<file path="src/ucs_pkg.sv">
// constants for the control request decoder and statistics block
package ucs_pkg;
  // setup request types
  localparam logic [7:0] RT_STD_DEV_OUT  = 8'h00;
  localparam logic [7:0] RT_STD_EP_OUT   = 8'h02;
  localparam logic [7:0] RT_STD_DEV_IN   = 8'h80;
  localparam logic [7:0] RT_STD_IF_IN    = 8'h81;
  localparam logic [7:0] RT_STD_EP_IN    = 8'h82;
  localparam logic [7:0] RT_VENDOR_IN    = 8'hc0;
  // request codes
  localparam logic [7:0] REQ_GET_STATUS  = 8'h00;
  localparam logic [7:0] REQ_CLR_FEATURE = 8'h01;
  localparam logic [7:0] REQ_GET_DESC    = 8'h06;
  localparam logic [7:0] REQ_GET_CONFIG  = 8'h08;
  localparam logic [7:0] REQ_GET_IFACE   = 8'h0a;
  localparam logic [7:0] REQ_GET_STATS   = 8'ha2;
  // descriptor types
  localparam logic [7:0] DT_DEVICE       = 8'h01;
  localparam logic [7:0] DT_CONFIG       = 8'h02;
  localparam logic [7:0] DT_STRING       = 8'h03;
  localparam logic [7:0] DT_QUALIFIER    = 8'h06;
  localparam logic [7:0] DT_OTHER_SPEED  = 8'h07;
  // feature selectors
  localparam logic [7:0] FS_EP_HALT      = 8'h00;
  localparam logic [7:0] FS_REMOTE_WAKE  = 8'h01;
  // endpoint addresses used by endpoint status, and the top endpoint number for halt clear
  localparam logic [7:0] EP_BULK_IN      = 8'h81;
  localparam logic [7:0] EP_BULK_OUT     = 8'h02;
  localparam logic [7:0] EP_NUM_MAX      = 8'h03;
  // lengths, and the tx statistics selector
  localparam logic [15:0] LEN_ZERO       = 16'h0000;
  localparam logic [15:0] LEN_ONE        = 16'h0001;
  localparam logic [15:0] LEN_TWO        = 16'h0002;
  localparam logic [15:0] LEN_RX_STATS   = 16'h0020;
  localparam logic [15:0] LEN_TX_STATS   = 16'h0028;
  localparam logic [15:0] SEL_TX_STATS   = 16'h0001;
  // frame length limit for runts
  localparam logic [13:0] RUNT_LEN       = 14'h0040;
  // counter counts and widths
  localparam int          NUM_RX         = 8;
  localparam int          NUM_TX         = 10;
  localparam int          NUM_CNT        = 18;
  localparam int          CNT_W          = 32;
  localparam int          SHORT_W        = 20;
  // counter indices, rx block then tx block
  localparam int RX_GOOD = 0, RX_CRC = 1, RX_RUNT = 2, RX_ALIGN = 3;
  localparam int RX_LONG = 4, RX_LATE = 5, RX_BAD = 6, RX_DROP = 7;
  localparam int TX_GOOD = 8, TX_PAUSE = 9, TX_SINGLE = 10, TX_MULTI = 11;
  localparam int TX_EXCOL = 12, TX_LATE = 13, TX_UNDER = 14, TX_DEFER = 15;
  localparam int TX_CARR = 16, TX_BAD = 17;
  // per-counter width: 20-bit counters hold a one here
  localparam logic [NUM_CNT-1:0] SHORT_MASK = 18'h23622;
  // data stage states, gray from idle through send to done
  typedef enum logic [1:0] {
    ST_IDLE = 2'b00,
    ST_SEND = 2'b01,
    ST_DONE = 2'b11
  } ucs_state_e;
endpackage

</file>
<file path="src/ucs_ctrl.sv">
// control request decoder and ethernet statistics counters
// Notes on behaviour
// - newer variant snapshots counters on read; they wrap, never clear
// - 32-bit good rx count includes frames the buffer controller drops
// - crc flag without dribble: crc error; with dribble: alignment error
// - runt error: frame under 64 bytes that also has a crc error
// - frames longer than programmed maximum counted as too long
// - 20-bit count of rx frames with a late collision
// - total errored rx frames, excluding frames dropped for lack of room
// - dropped frames bump the dropped counter, plus the good count if error free; no error counter
// - 32-bit good tx count excludes pause; pause frames in own 20-bit count
// - tx frames with one collision, and with several, counted apart
// - aborts counted per cause: excess collision, late, underrun, deferral
// - tx frames with carrier lost or absent are counted
// - 20-bit total of errored tx frames
// - set descriptor and synch frame are not supported
// - clear feature code 01h, zero length; type 00h wakeup, 02h halt
// - endpoint feature requests take endpoint 0 to 3 from index
// - get configuration returns the configuration value in one byte
// - get descriptor serves device, config, string, qualifier, other speed
// - interface and endpoint descriptor requests are stalled
// - get interface returns one byte of alternate setting
// - device status: bit0 self powered, bit1 remote wakeup, rest zero
// - endpoint status for 81h or 02h: halt in bit0, rest zero
// - host reads statistics only through the vendor statistics request
// - older variant saturates counters and clears them on read
`timescale 1ns/1ps
module ucs_ctrl (
  // clock and reset
  input  wire logic        clk_i,
  input  wire logic        reset_i,
  // variant select: high for the wrapping snapshot behaviour
  input  wire logic        wrap_mode_i,
  // setup stage from the usb device core
  input  wire logic        setup_valid_i,
  input  wire logic [7:0]  req_type_i,
  input  wire logic [7:0]  req_code_i,
  input  wire logic [15:0] req_value_i,
  input  wire logic [15:0] req_index_i,
  input  wire logic [15:0] req_length_i,
  // data stage byte stream toward the host
  input  wire logic        in_ready_i,
  output logic             in_valid_o,
  output logic [7:0]       in_data_o,
  output logic             in_last_o,
  // handshake answers
  output logic             stall_o,
  output logic             ack_o,
  // descriptor service hand-off
  output logic             desc_req_o,
  output logic [7:0]       desc_type_o,
  output logic [7:0]       desc_index_o,
  // device state kept elsewhere
  input  wire logic [7:0]  config_value_i,
  input  wire logic [7:0]  alt_setting_i,
  input  wire logic        self_powered_i,
  input  wire logic        remote_wake_i,
  input  wire logic [3:0]  ep_halt_i,
  // feature clear strobes
  output logic             clr_remote_wake_o,
  output logic             clr_ep_halt_o,
  output logic [1:0]       clr_ep_num_o,
  // rx frame status, one pulse per frame
  input  wire logic        rx_done_i,
  input  wire logic        rx_crc_err_i,
  input  wire logic        rx_dribble_i,
  input  wire logic [13:0] rx_length_i,
  input  wire logic [13:0] rx_max_len_i,
  input  wire logic        rx_late_col_i,
  input  wire logic        rx_other_err_i,
  input  wire logic        rx_dropped_i,
  // tx frame status, one pulse per frame
  input  wire logic        tx_done_i,
  input  wire logic        tx_pause_i,
  input  wire logic [3:0]  tx_col_count_i,
  input  wire logic        tx_excess_col_i,
  input  wire logic        tx_late_col_i,
  input  wire logic        tx_underrun_i,
  input  wire logic        tx_excess_defer_i,
  input  wire logic        tx_carrier_err_i
);

  // request matching
  wire std_dev_in = req_type_i == ucs_pkg::RT_STD_DEV_IN;
  wire len_zero   = req_length_i == ucs_pkg::LEN_ZERO;
  wire is_clr_dev = req_type_i == ucs_pkg::RT_STD_DEV_OUT
                  && req_code_i == ucs_pkg::REQ_CLR_FEATURE && len_zero
                  && req_value_i[7:0] == ucs_pkg::FS_REMOTE_WAKE;
  wire ep_ok      = req_index_i[7:0] <= ucs_pkg::EP_NUM_MAX
                  || (req_index_i[7] && req_index_i[6:0] <= 7'h03);
  wire is_clr_ep  = req_type_i == ucs_pkg::RT_STD_EP_OUT
                  && req_code_i == ucs_pkg::REQ_CLR_FEATURE && len_zero
                  && req_value_i[7:0] == ucs_pkg::FS_EP_HALT && ep_ok;
  wire is_cfg     = std_dev_in && req_code_i == ucs_pkg::REQ_GET_CONFIG
                  && req_length_i == ucs_pkg::LEN_ONE;
  wire is_iface   = req_type_i == ucs_pkg::RT_STD_IF_IN
                  && req_code_i == ucs_pkg::REQ_GET_IFACE
                  && req_length_i == ucs_pkg::LEN_ONE
                  && req_index_i == ucs_pkg::LEN_ZERO;
  wire is_dstat   = std_dev_in && req_code_i == ucs_pkg::REQ_GET_STATUS
                  && req_length_i == ucs_pkg::LEN_TWO;
  wire is_estat   = req_type_i == ucs_pkg::RT_STD_EP_IN
                  && req_code_i == ucs_pkg::REQ_GET_STATUS
                  && req_length_i == ucs_pkg::LEN_TWO
                  && (req_index_i[7:0] == ucs_pkg::EP_BULK_IN
                   || req_index_i[7:0] == ucs_pkg::EP_BULK_OUT);
  wire [7:0] dtype = req_value_i[15:8];
  // interface and endpoint types fall out of this list and stall
  wire desc_ok    = dtype == ucs_pkg::DT_DEVICE || dtype == ucs_pkg::DT_CONFIG
                  || dtype == ucs_pkg::DT_STRING
                  || dtype == ucs_pkg::DT_QUALIFIER
                  || dtype == ucs_pkg::DT_OTHER_SPEED;
  wire is_desc    = std_dev_in && req_code_i == ucs_pkg::REQ_GET_DESC
                  && desc_ok;
  wire stat_tx    = req_index_i == ucs_pkg::SEL_TX_STATS;
  wire is_stats   = req_type_i == ucs_pkg::RT_VENDOR_IN
                  && req_code_i == ucs_pkg::REQ_GET_STATS
                  && (stat_tx ? req_length_i == ucs_pkg::LEN_TX_STATS
                              : req_length_i == ucs_pkg::LEN_RX_STATS);
  wire is_short   = is_cfg || is_iface || is_dstat || is_estat;
  // anything else, set descriptor and synch frame included, stalls
  wire unsupported = !(is_clr_dev || is_clr_ep || is_short || is_desc
                     || is_stats);

  // status and one-byte answers
  wire [15:0] short_word =
      is_cfg   ? {8'h00, config_value_i} :
      is_iface ? {8'h00, alt_setting_i} :
      is_dstat ? {14'h0000, remote_wake_i, self_powered_i} :
      {15'h0000, ep_halt_i[req_index_i[1:0]]};

  // counter events for one frame
  logic [ucs_pkg::NUM_CNT-1:0] inc;
  wire rx_keep = rx_done_i && !rx_dropped_i;
  wire rx_crc  = rx_crc_err_i && !rx_dribble_i;
  wire rx_aln  = rx_crc_err_i && rx_dribble_i;
  wire rx_long = rx_length_i > rx_max_len_i;
  wire rx_runt = rx_crc_err_i && rx_length_i < ucs_pkg::RUNT_LEN;
  wire rx_any  = rx_crc_err_i || rx_long || rx_late_col_i || rx_other_err_i;
  wire rx_good = rx_done_i && !rx_any;
  wire tx_abort = tx_excess_col_i || tx_late_col_i || tx_underrun_i
                || tx_excess_defer_i;
  wire tx_ok   = tx_done_i && !tx_abort && !tx_carrier_err_i;
  assign inc[ucs_pkg::RX_GOOD]   = rx_good;
  assign inc[ucs_pkg::RX_CRC]    = rx_keep && rx_crc;
  assign inc[ucs_pkg::RX_RUNT]   = rx_keep && rx_runt;
  assign inc[ucs_pkg::RX_ALIGN]  = rx_keep && rx_aln;
  assign inc[ucs_pkg::RX_LONG]   = rx_keep && rx_long;
  assign inc[ucs_pkg::RX_LATE]   = rx_keep && rx_late_col_i;
  assign inc[ucs_pkg::RX_BAD]    = rx_keep && rx_any;
  assign inc[ucs_pkg::RX_DROP]   = rx_done_i && rx_dropped_i;
  assign inc[ucs_pkg::TX_GOOD]   = tx_ok && !tx_pause_i;
  assign inc[ucs_pkg::TX_PAUSE]  = tx_ok && tx_pause_i;
  assign inc[ucs_pkg::TX_SINGLE] = tx_ok && tx_col_count_i == 4'h1;
  assign inc[ucs_pkg::TX_MULTI]  = tx_ok && tx_col_count_i > 4'h1;
  assign inc[ucs_pkg::TX_EXCOL]  = tx_done_i && tx_excess_col_i;
  assign inc[ucs_pkg::TX_LATE]   = tx_done_i && tx_late_col_i;
  assign inc[ucs_pkg::TX_UNDER]  = tx_done_i && tx_underrun_i;
  assign inc[ucs_pkg::TX_DEFER]  = tx_done_i && tx_excess_defer_i;
  assign inc[ucs_pkg::TX_CARR]   = tx_done_i && tx_carrier_err_i;
  assign inc[ucs_pkg::TX_BAD]    = tx_done_i
                                 && (tx_abort || tx_carrier_err_i);

  // data stage sequencing
  ucs_pkg::ucs_state_e state_r;
  ucs_pkg::ucs_state_e state_nxt;
  logic [5:0]  byte_cnt_r;
  logic [5:0]  last_byte_r;
  logic        src_stats_r;
  logic        src_tx_r;
  logic [15:0] short_r;
  logic [ucs_pkg::CNT_W-1:0] snap_r [ucs_pkg::NUM_CNT];
  logic [ucs_pkg::CNT_W-1:0] cnt_r  [ucs_pkg::NUM_CNT];

  wire take_stats = setup_valid_i && state_r == ucs_pkg::ST_IDLE && is_stats;
  wire take_short = setup_valid_i && state_r == ucs_pkg::ST_IDLE && is_short;
  wire beat       = state_r == ucs_pkg::ST_SEND && in_ready_i;
  wire end_beat   = beat && byte_cnt_r == last_byte_r;
  // older variant clears at the close of the statistics read
  wire clear_rx   = end_beat && src_stats_r && !src_tx_r && !wrap_mode_i;
  wire clear_tx   = end_beat && src_stats_r && src_tx_r && !wrap_mode_i;

  // the counters, one per slot
  genvar g;
  generate
    for (g = 0; g < ucs_pkg::NUM_CNT; g++) begin : g_cnt
      localparam bit SHORT = ucs_pkg::SHORT_MASK[g];
      localparam logic [ucs_pkg::CNT_W-1:0] TOP = SHORT
          ? {{(ucs_pkg::CNT_W-ucs_pkg::SHORT_W){1'b0}},
             {ucs_pkg::SHORT_W{1'b1}}}
          : {ucs_pkg::CNT_W{1'b1}};
      wire clr = (g < ucs_pkg::NUM_RX) ? clear_rx : clear_tx;
      wire at_top = cnt_r[g] == TOP;
      // wrap past the top clears to zero; saturation holds at the top
      wire [ucs_pkg::CNT_W-1:0] bump = at_top
          ? (wrap_mode_i ? '0 : TOP)
          : cnt_r[g] + 32'h0000_0001;
      // a frame finishing at the clearing edge still counts as one
      wire [ucs_pkg::CNT_W-1:0] cnt_nxt = clr
          ? {{(ucs_pkg::CNT_W-1){1'b0}}, inc[g]}
          : (inc[g] ? bump : cnt_r[g]);
      always_ff @(posedge clk_i) begin
        if (reset_i) begin
          cnt_r[g]  <= '0;
          snap_r[g] <= '0;
        end else begin
          cnt_r[g] <= cnt_nxt;
          if (take_stats) begin
            snap_r[g] <= cnt_r[g];
          end
        end
      end
    end
  endgenerate

  // byte selection from the snapshot, little endian per word
  wire [4:0] word_idx = {1'b0, byte_cnt_r[5:2]}
                      + (src_tx_r ? 5'(ucs_pkg::NUM_RX) : 5'h00);
  wire [ucs_pkg::CNT_W-1:0] sel_word = snap_r[word_idx];
  wire [7:0] stat_byte = sel_word[8*byte_cnt_r[1:0] +: 8];
  wire [7:0] short_byte = byte_cnt_r[0] ? short_r[15:8] : short_r[7:0];

  // state advance
  always_comb begin
    state_nxt = state_r;
    case (state_r)
      ucs_pkg::ST_IDLE: begin
        if (take_stats || take_short) begin
          state_nxt = ucs_pkg::ST_SEND;
        end
      end
      ucs_pkg::ST_SEND: begin
        if (end_beat) begin
          state_nxt = ucs_pkg::ST_DONE;
        end
      end
      default: state_nxt = ucs_pkg::ST_IDLE;
    endcase
  end

  // transfer bookkeeping
  always_ff @(posedge clk_i) begin
    if (reset_i) begin
      state_r     <= ucs_pkg::ST_IDLE;
      byte_cnt_r  <= '0;
      last_byte_r <= '0;
      src_stats_r <= 1'b0;
      src_tx_r    <= 1'b0;
      short_r     <= '0;
    end else begin
      state_r <= state_nxt;
      if (take_stats || take_short) begin
        byte_cnt_r  <= '0;
        last_byte_r <= 6'(req_length_i[5:0] - 6'h01);
        src_stats_r <= take_stats;
        src_tx_r    <= take_stats && stat_tx;
        short_r     <= short_word;
      end else if (beat) begin
        byte_cnt_r <= byte_cnt_r + 6'h01;
      end
    end
  end

  // one-cycle answers to the setup stage
  always_ff @(posedge clk_i) begin
    if (reset_i) begin
      stall_o           <= 1'b0;
      ack_o             <= 1'b0;
      desc_req_o        <= 1'b0;
      desc_type_o       <= 8'h00;
      desc_index_o      <= 8'h00;
      clr_remote_wake_o <= 1'b0;
      clr_ep_halt_o     <= 1'b0;
      clr_ep_num_o      <= 2'h0;
    end else begin
      stall_o <= (setup_valid_i && state_r == ucs_pkg::ST_IDLE
                  && unsupported);
      ack_o   <= state_r == ucs_pkg::ST_DONE
              || (setup_valid_i && state_r == ucs_pkg::ST_IDLE
                  && (is_clr_dev || is_clr_ep));
      desc_req_o        <= setup_valid_i && state_r == ucs_pkg::ST_IDLE
                           && is_desc;
      clr_remote_wake_o <= setup_valid_i && state_r == ucs_pkg::ST_IDLE
                           && is_clr_dev;
      clr_ep_halt_o     <= setup_valid_i && state_r == ucs_pkg::ST_IDLE
                           && is_clr_ep;
      if (setup_valid_i && state_r == ucs_pkg::ST_IDLE) begin
        desc_type_o  <= dtype;
        desc_index_o <= req_value_i[7:0];
        clr_ep_num_o <= req_index_i[1:0];
      end
    end
  end

  // data stage outputs; byte source is registered state
  assign in_valid_o = state_r == ucs_pkg::ST_SEND;
  assign in_data_o  = in_valid_o ? (src_stats_r ? stat_byte : short_byte)
                                 : 8'h00;
  assign in_last_o  = in_valid_o && byte_cnt_r == last_byte_r;

endmodule

</file>
<file path="config.mk">
export PLATFORM = sky130hd
export DESIGN_NAME = ucs_ctrl
export DESIGN_NICKNAME = d
export VERILOG_FILES = /design/src/ucs_pkg.sv /design/src/ucs_ctrl.sv
export SDC_FILE = /design/constraint.sdc
export NUM_CORES = 2
export LEC_CHECK = 0
export BUFFER_PORTS_ARGS = -buffer_cell sky130_fd_sc_hd__buf_2
export CAP_MARGIN = 20
export CORE_AREA = 2 2 425 258
export DETAILED_ROUTE_END_ITERATION = 8
export DIE_AREA = 0 0 427 260
export GPL_ROUTABILITY_DRIVEN = 1
export GPL_TIMING_DRIVEN = 0
export PLACE_DENSITY_LB_ADDON = 0.08
export RECOVER_POWER = 25
export SYNTH_ARGS = -nofsm -noshare
export SYNTH_HDL_FRONTEND = slang
export SYNTH_SLANG_ARGS = --single-unit
export TNS_END_PERCENT = 10
</file>
<file path="constraint.sdc">
create_clock -name clk_i -period 86.9 [get_ports clk_i]
set_input_delay 21.725 -clock clk_i [delete_from_list [all_inputs] [get_ports clk_i]]
set_output_delay 21.725 -clock clk_i [all_outputs]
set_load 0.01 [all_outputs]
</file>
; ---- Yosys cells after proc, flatten, opt, wreduce, memory -nomap -nowiden
; Memory sizes are Yosys's and may differ from the RTL's.
; Cells that the tools add are included.
[totals]
n_memories = 2
register_bits = 55
ram_bits = 1152
word_cells = 340
[classes]
order_cmp = 6
n_eq_ne = 47
add_sub_neg = 21
reduce_logical = 102
mux = 111
bitwise = 36
shifts = 1
[memory_table]
columns = memory, depth, width, read_ports, rd_clocked_by_memory_dff, write_ports, line_no
row1 = cnt_r, 18, 32, 18, 0, 18, ucs_ctrl.sv:173  ; logic [ucs_pkg::CNT_W-1:0] cnt_r [ucs_pkg::NUM_CNT];
row2 = snap_r, 18, 32, 1, 0, 18, ucs_ctrl.sv:172  ; logic [ucs_pkg::CNT_W-1:0] snap_r [ucs_pkg::NUM_CNT];
[op_table]
columns = op, count
row1 = 32-bit 2-to-1 mux, 91
row2 = 32-bit by 1-bit adder with 32-bit output (second input constant), 18
row3 = 32-bit == test (second input constant), 11
row4 = 32-bit by 20-bit == test with 1-bit output (second input constant), 7
row5 = 1-bit logical AND, 63
row6 = 8-bit == test (second input constant), 6
row7 = 8-bit 2-to-1 mux, 5
row8 = 1-bit bitwise OR, 36
row9 = 16-bit by 1-bit == test with 1-bit output (second input constant), 2
row10 = 16-bit by 6-bit == test with 1-bit output (second input constant), 2
row11 = 8-bit by 2-bit == test with 1-bit output (second input constant), 4
row12 = 16-bit logical NOT, 2
row13 = 32-bit by 6-bit indexed part select with 8-bit output, 1
row14 = 8-bit by 1-bit == test with 1-bit output (second input constant), 3
row15 = 8-bit by 3-bit == test with 1-bit output (second input constant), 3
row16 = 8-bit logical NOT, 3
row17 = 1-bit logical OR, 22
row18 = 20-bit 2-to-1 mux, 1
row19 = 16-bit by 2-bit == test with 1-bit output (second input constant), 1
row20 = 8-bit by 4-bit == test with 1-bit output (second input constant), 2
row21 = 14-bit greater-than comparator, 1
row22 = 14-bit by 7-bit < comparator with 1-bit output (second input constant), 1
row23 = 1-bit logical NOT, 9
row24 = 8-bit by 2-bit <= comparator with 1-bit output (second input constant), 1
row25 = other kinds (19), 29

; ---- Longest topological paths before layout
[logic_depth]
ltp_word = 12
mapped_depth = 11
mapped_depth_nobuf = 9

; ---- Worst setup path before layout
; No wires, ideal clock.
[synth_path]
path_type = input-to-reg
start = in req_length_i[0]
end = mem snap_r[0][0] (netlist bit), enable pin
path_stages = 6
setup_time_ns = 1.640
arrival_time_ns = 49.377
required_ns = 85.260
n_path_buf = 0
path_slack_ns = 35.882
path_cell_list = inv_1 > ha_1 > or4b_2 > nor4_1 > nand4_1 > o21bai_1
[synth_rtl]
columns = element, line_no
row1 = start: declaration, ucs_ctrl.sv:40  ; input wire logic [15:0] req_length_i,
row2 = end: declaration, ucs_ctrl.sv:172

==> flow_summary_export.csv <==
group,metric,value,unit
routing,first_iter_violations,10100,
grt,grt_first_pass_wirelength,342000,um
timing,tightest_slew,2.05,ns
grt,grt_max_degree,36,
setup_path,timing.rr.start,"byte_cnt_r[2]",
place,port_buffers,166,
routing,vias_per_cell,6.84,
logic_synthesis,netlist_top_cells_area,"edfxtp_1, dfxtp_1, and3_1, o21ai_0, mux4_2",
setup_path,cp-end-kind,"flop",
setup_path,cp-start-kind,"primary input",
logic_synthesis,ys.flop_type,"dfxtp_1",
timing,fin_crit,28.23,ns
routing,drc,0,
grt,antenna_found_initial,22,
timing,slew_viol_final,136,
place,placed_area,62200,sq um
outcome,violations,"max-capacitance violations, max-slew violations",
clocking,cts_tree,"yes",
final_layout,final_net_count,6561,
worst_hold_path,hold_class,"reg -> reg",
logic_synthesis,ys_types,81,
logic_synthesis,synthCells,6038,
setup_path,crit_start,"wrap_mode_i",
routing,wl_per_cell,30.8,um
routing,drt-total-wl,244000,um
logic_synthesis,post-synth-top-area-cell,"edfxtp_1",
routing,drtPass1Iterations,7,
timing,setup_tns,0,ns
logic_synthesis,synthesis.area,58500,sq um
grt,track_usage,43.1,%
final_layout,layout_common_cells,"and3_1, dfxtp_1, edfxtp_1, nor2_1, nand2_1",
routing,postRouteAntennaNets,0,
place,dp_slack,60.10,ns
timing,rsz0062_at_grt,"no",
power,peakVddDrop,17.7,uV
logic_synthesis,seq_area_frac_synth,50.9,%
clocking,clk_latency,0.77,ns
setup_path,critPathMaxFanout,13,
worst_hold_path,hold_start,"desc_type_o[3]",
grt,grt_pass1_vias,47200,
outcome,status,"complete, but fails checks",
final_layout,final_common_cell,"and3_1",
setup_path,worstSetupPathType,"in -> reg",
power,power_leakage,23.5,nW
power,total_power,1.18,mW
grt,gr-total-overflow,0,
floorplan,die_area,111000,sq um
clocking,htreeDepth,3,
setup_path,arrival,28.91,ns
floorplan,die_w,427,um
clocking,clk_pin_slew_worst_paths,0.06,ns
clocking,cts_max_path_buffers,3,
worst_hold_path,hold_depth,2,
clocking,root_buffer,"clkbuf_16",
setup_path,critical_path_required,87.57,ns
routing,vias,54200,
logic_synthesis,synth-edff-count,576,
timing,hold_viol_final,0,
timing,skew,0.0298,ns
floorplan,io_pins,169,
timing,max_slew_margin,-36.3,%
logic_synthesis,ys_ff_latch,1199,
final_layout,drive_above_1_share,8.18,%
logic_synthesis,mappedNetlistNets,6212,
floorplan,row_count,93,
final_layout,syn_to_final_growth,12.1,%
logic_synthesis,synthArstFlopShare,0,%
timing,setup_violations,0,
setup_path,rr_worst_depth,12,
place,gp_congestion,1.05,
clocking,ctsResizeCount,0,
logic_synthesis,syn_area_per_cell,9.69,sq um
place,dp_hpwl,187000,um
timing,period_share,32.5,%
clocking,cts_setup_buffers,0,
floorplan,core_area,107000,sq um
logic_synthesis,synthDominantCellAreaShare,29.6,%
clocking,clock-sinks,1199,
timing,fmax,35.4,MHz
floorplan,fp.dieH,260,um
final_layout,final_cell_area,65600,sq um
clocking,numCtsBuffers,114,
floorplan,initial_core_util,54.8,%
clocking,postCtsHoldBufs,0,
final_layout,nFillCells,9030,
logic_synthesis,yosysWarnings,0,
job,drv_cap,8,
timing,setup_slack,58.67,ns
power,power_density,17.9,nW/um^2
cell type report:
type	count	area, sq um	area share [%]
diodes	14	35.0	0.0534
plain buffers	407	1570	2.39
clock buffers	150	3120	4.76
clock inverters	67	522	0.795
inverters	78	293	0.446
multi-input cells	4354	26900	41.0
flip-flops and latches	1199	29800	45.4
well taps	1425	1780	2.72
repair buffers	233	1640	2.50
through the flow:
stage / hold WS (ns) / utilization [%] / std cells
floorplan: 0.442 / - / 6038
global placement: 0.439 / 57.2 / 7629
detailed placement: 0.447 / 58.2 / 7686
CTS: 0.456 / 61.6 / 7903
global route: 0.476 / 61.4 / 7914
finish: 0.460 / 61.4 / 7927
critical path, stage by stage:
cell,delay [ns]
clkbuf_1,0.67
inv_1,0.77
clkbuf_1,1.05
clkbuf_1,1.54
clkbuf_1,1.51
nand3_1,0.74
clkbuf_1,0.51
a21oi_1,0.26
cell usage after synthesis (all sizes together) (66+ instances only):
master / n
xnor2: 66
a31oi: 102
o21ai: 459
nand2: 457
edfxtp: 576
xor2: 142
inv: 77
dfxtp: 623
and3: 664
nor4: 95
nor2b: 81
mux4: 99
a21oi: 424
mux2i: 84
nand4: 136
nand3: 264
nor3: 216
a211oi: 81
nor2: 459
clkbuf: 346
flip-flops by register name (all words and copies together), names as in the netlist, 2 cells and up:
name          count
state_r           2
desc_type_o       8
cnt_r           576
short_r           8
snap_r          576
byte_cnt_r        6
desc_index_o      8
clr_ep_num_o      2
last_byte_r       6
metal layers:
metal	track usage, %	up-vias	part of all wire (%)
met5	0	-	0.026
li1	-	23400	-
met2	54.2	4264	37
met4	12.0	8	3.1
met1	65.5	26100	42
met3	18.8	467	18
final timing paths:
| path | to | slack [ns] |
|---|---|---|
| worst min register to register | desc_type_o[3] | 0.46 |
| worst max-delay path | cnt_r[3][22] | 58.67 |
| worst max register to register | cnt_r[11][1] | 81.11 |
| worst min-delay path | desc_type_o[3] | 0.46 |
power by group:
part	internal [mW]	switching [mW]	total (mW)
Sequential	0.603	0.00953	0.613
Combinational	0.0147	0.0442	0.0589
Clock	0.268	0.236	0.505
Total	0.887	0.290	1.18
cell families (layout without fill, tap and decap cells):
kind of cell               Yosys count  after routing  synth area share, %
buffers and inverters              485            935                 3.22
AOI/OAI and AO/OA                 1290           1290                 12.9
muxes                              191            191                 5.40
other                                0             14                    0
DFF                               1199           1199                 50.9
and+or+nand+nor                   2627           2627                 23.7
xor gates and xnor gates           208            208                 3.11
adders and majority gates           38             38                0.812
(Power assumes the default switching activity.)
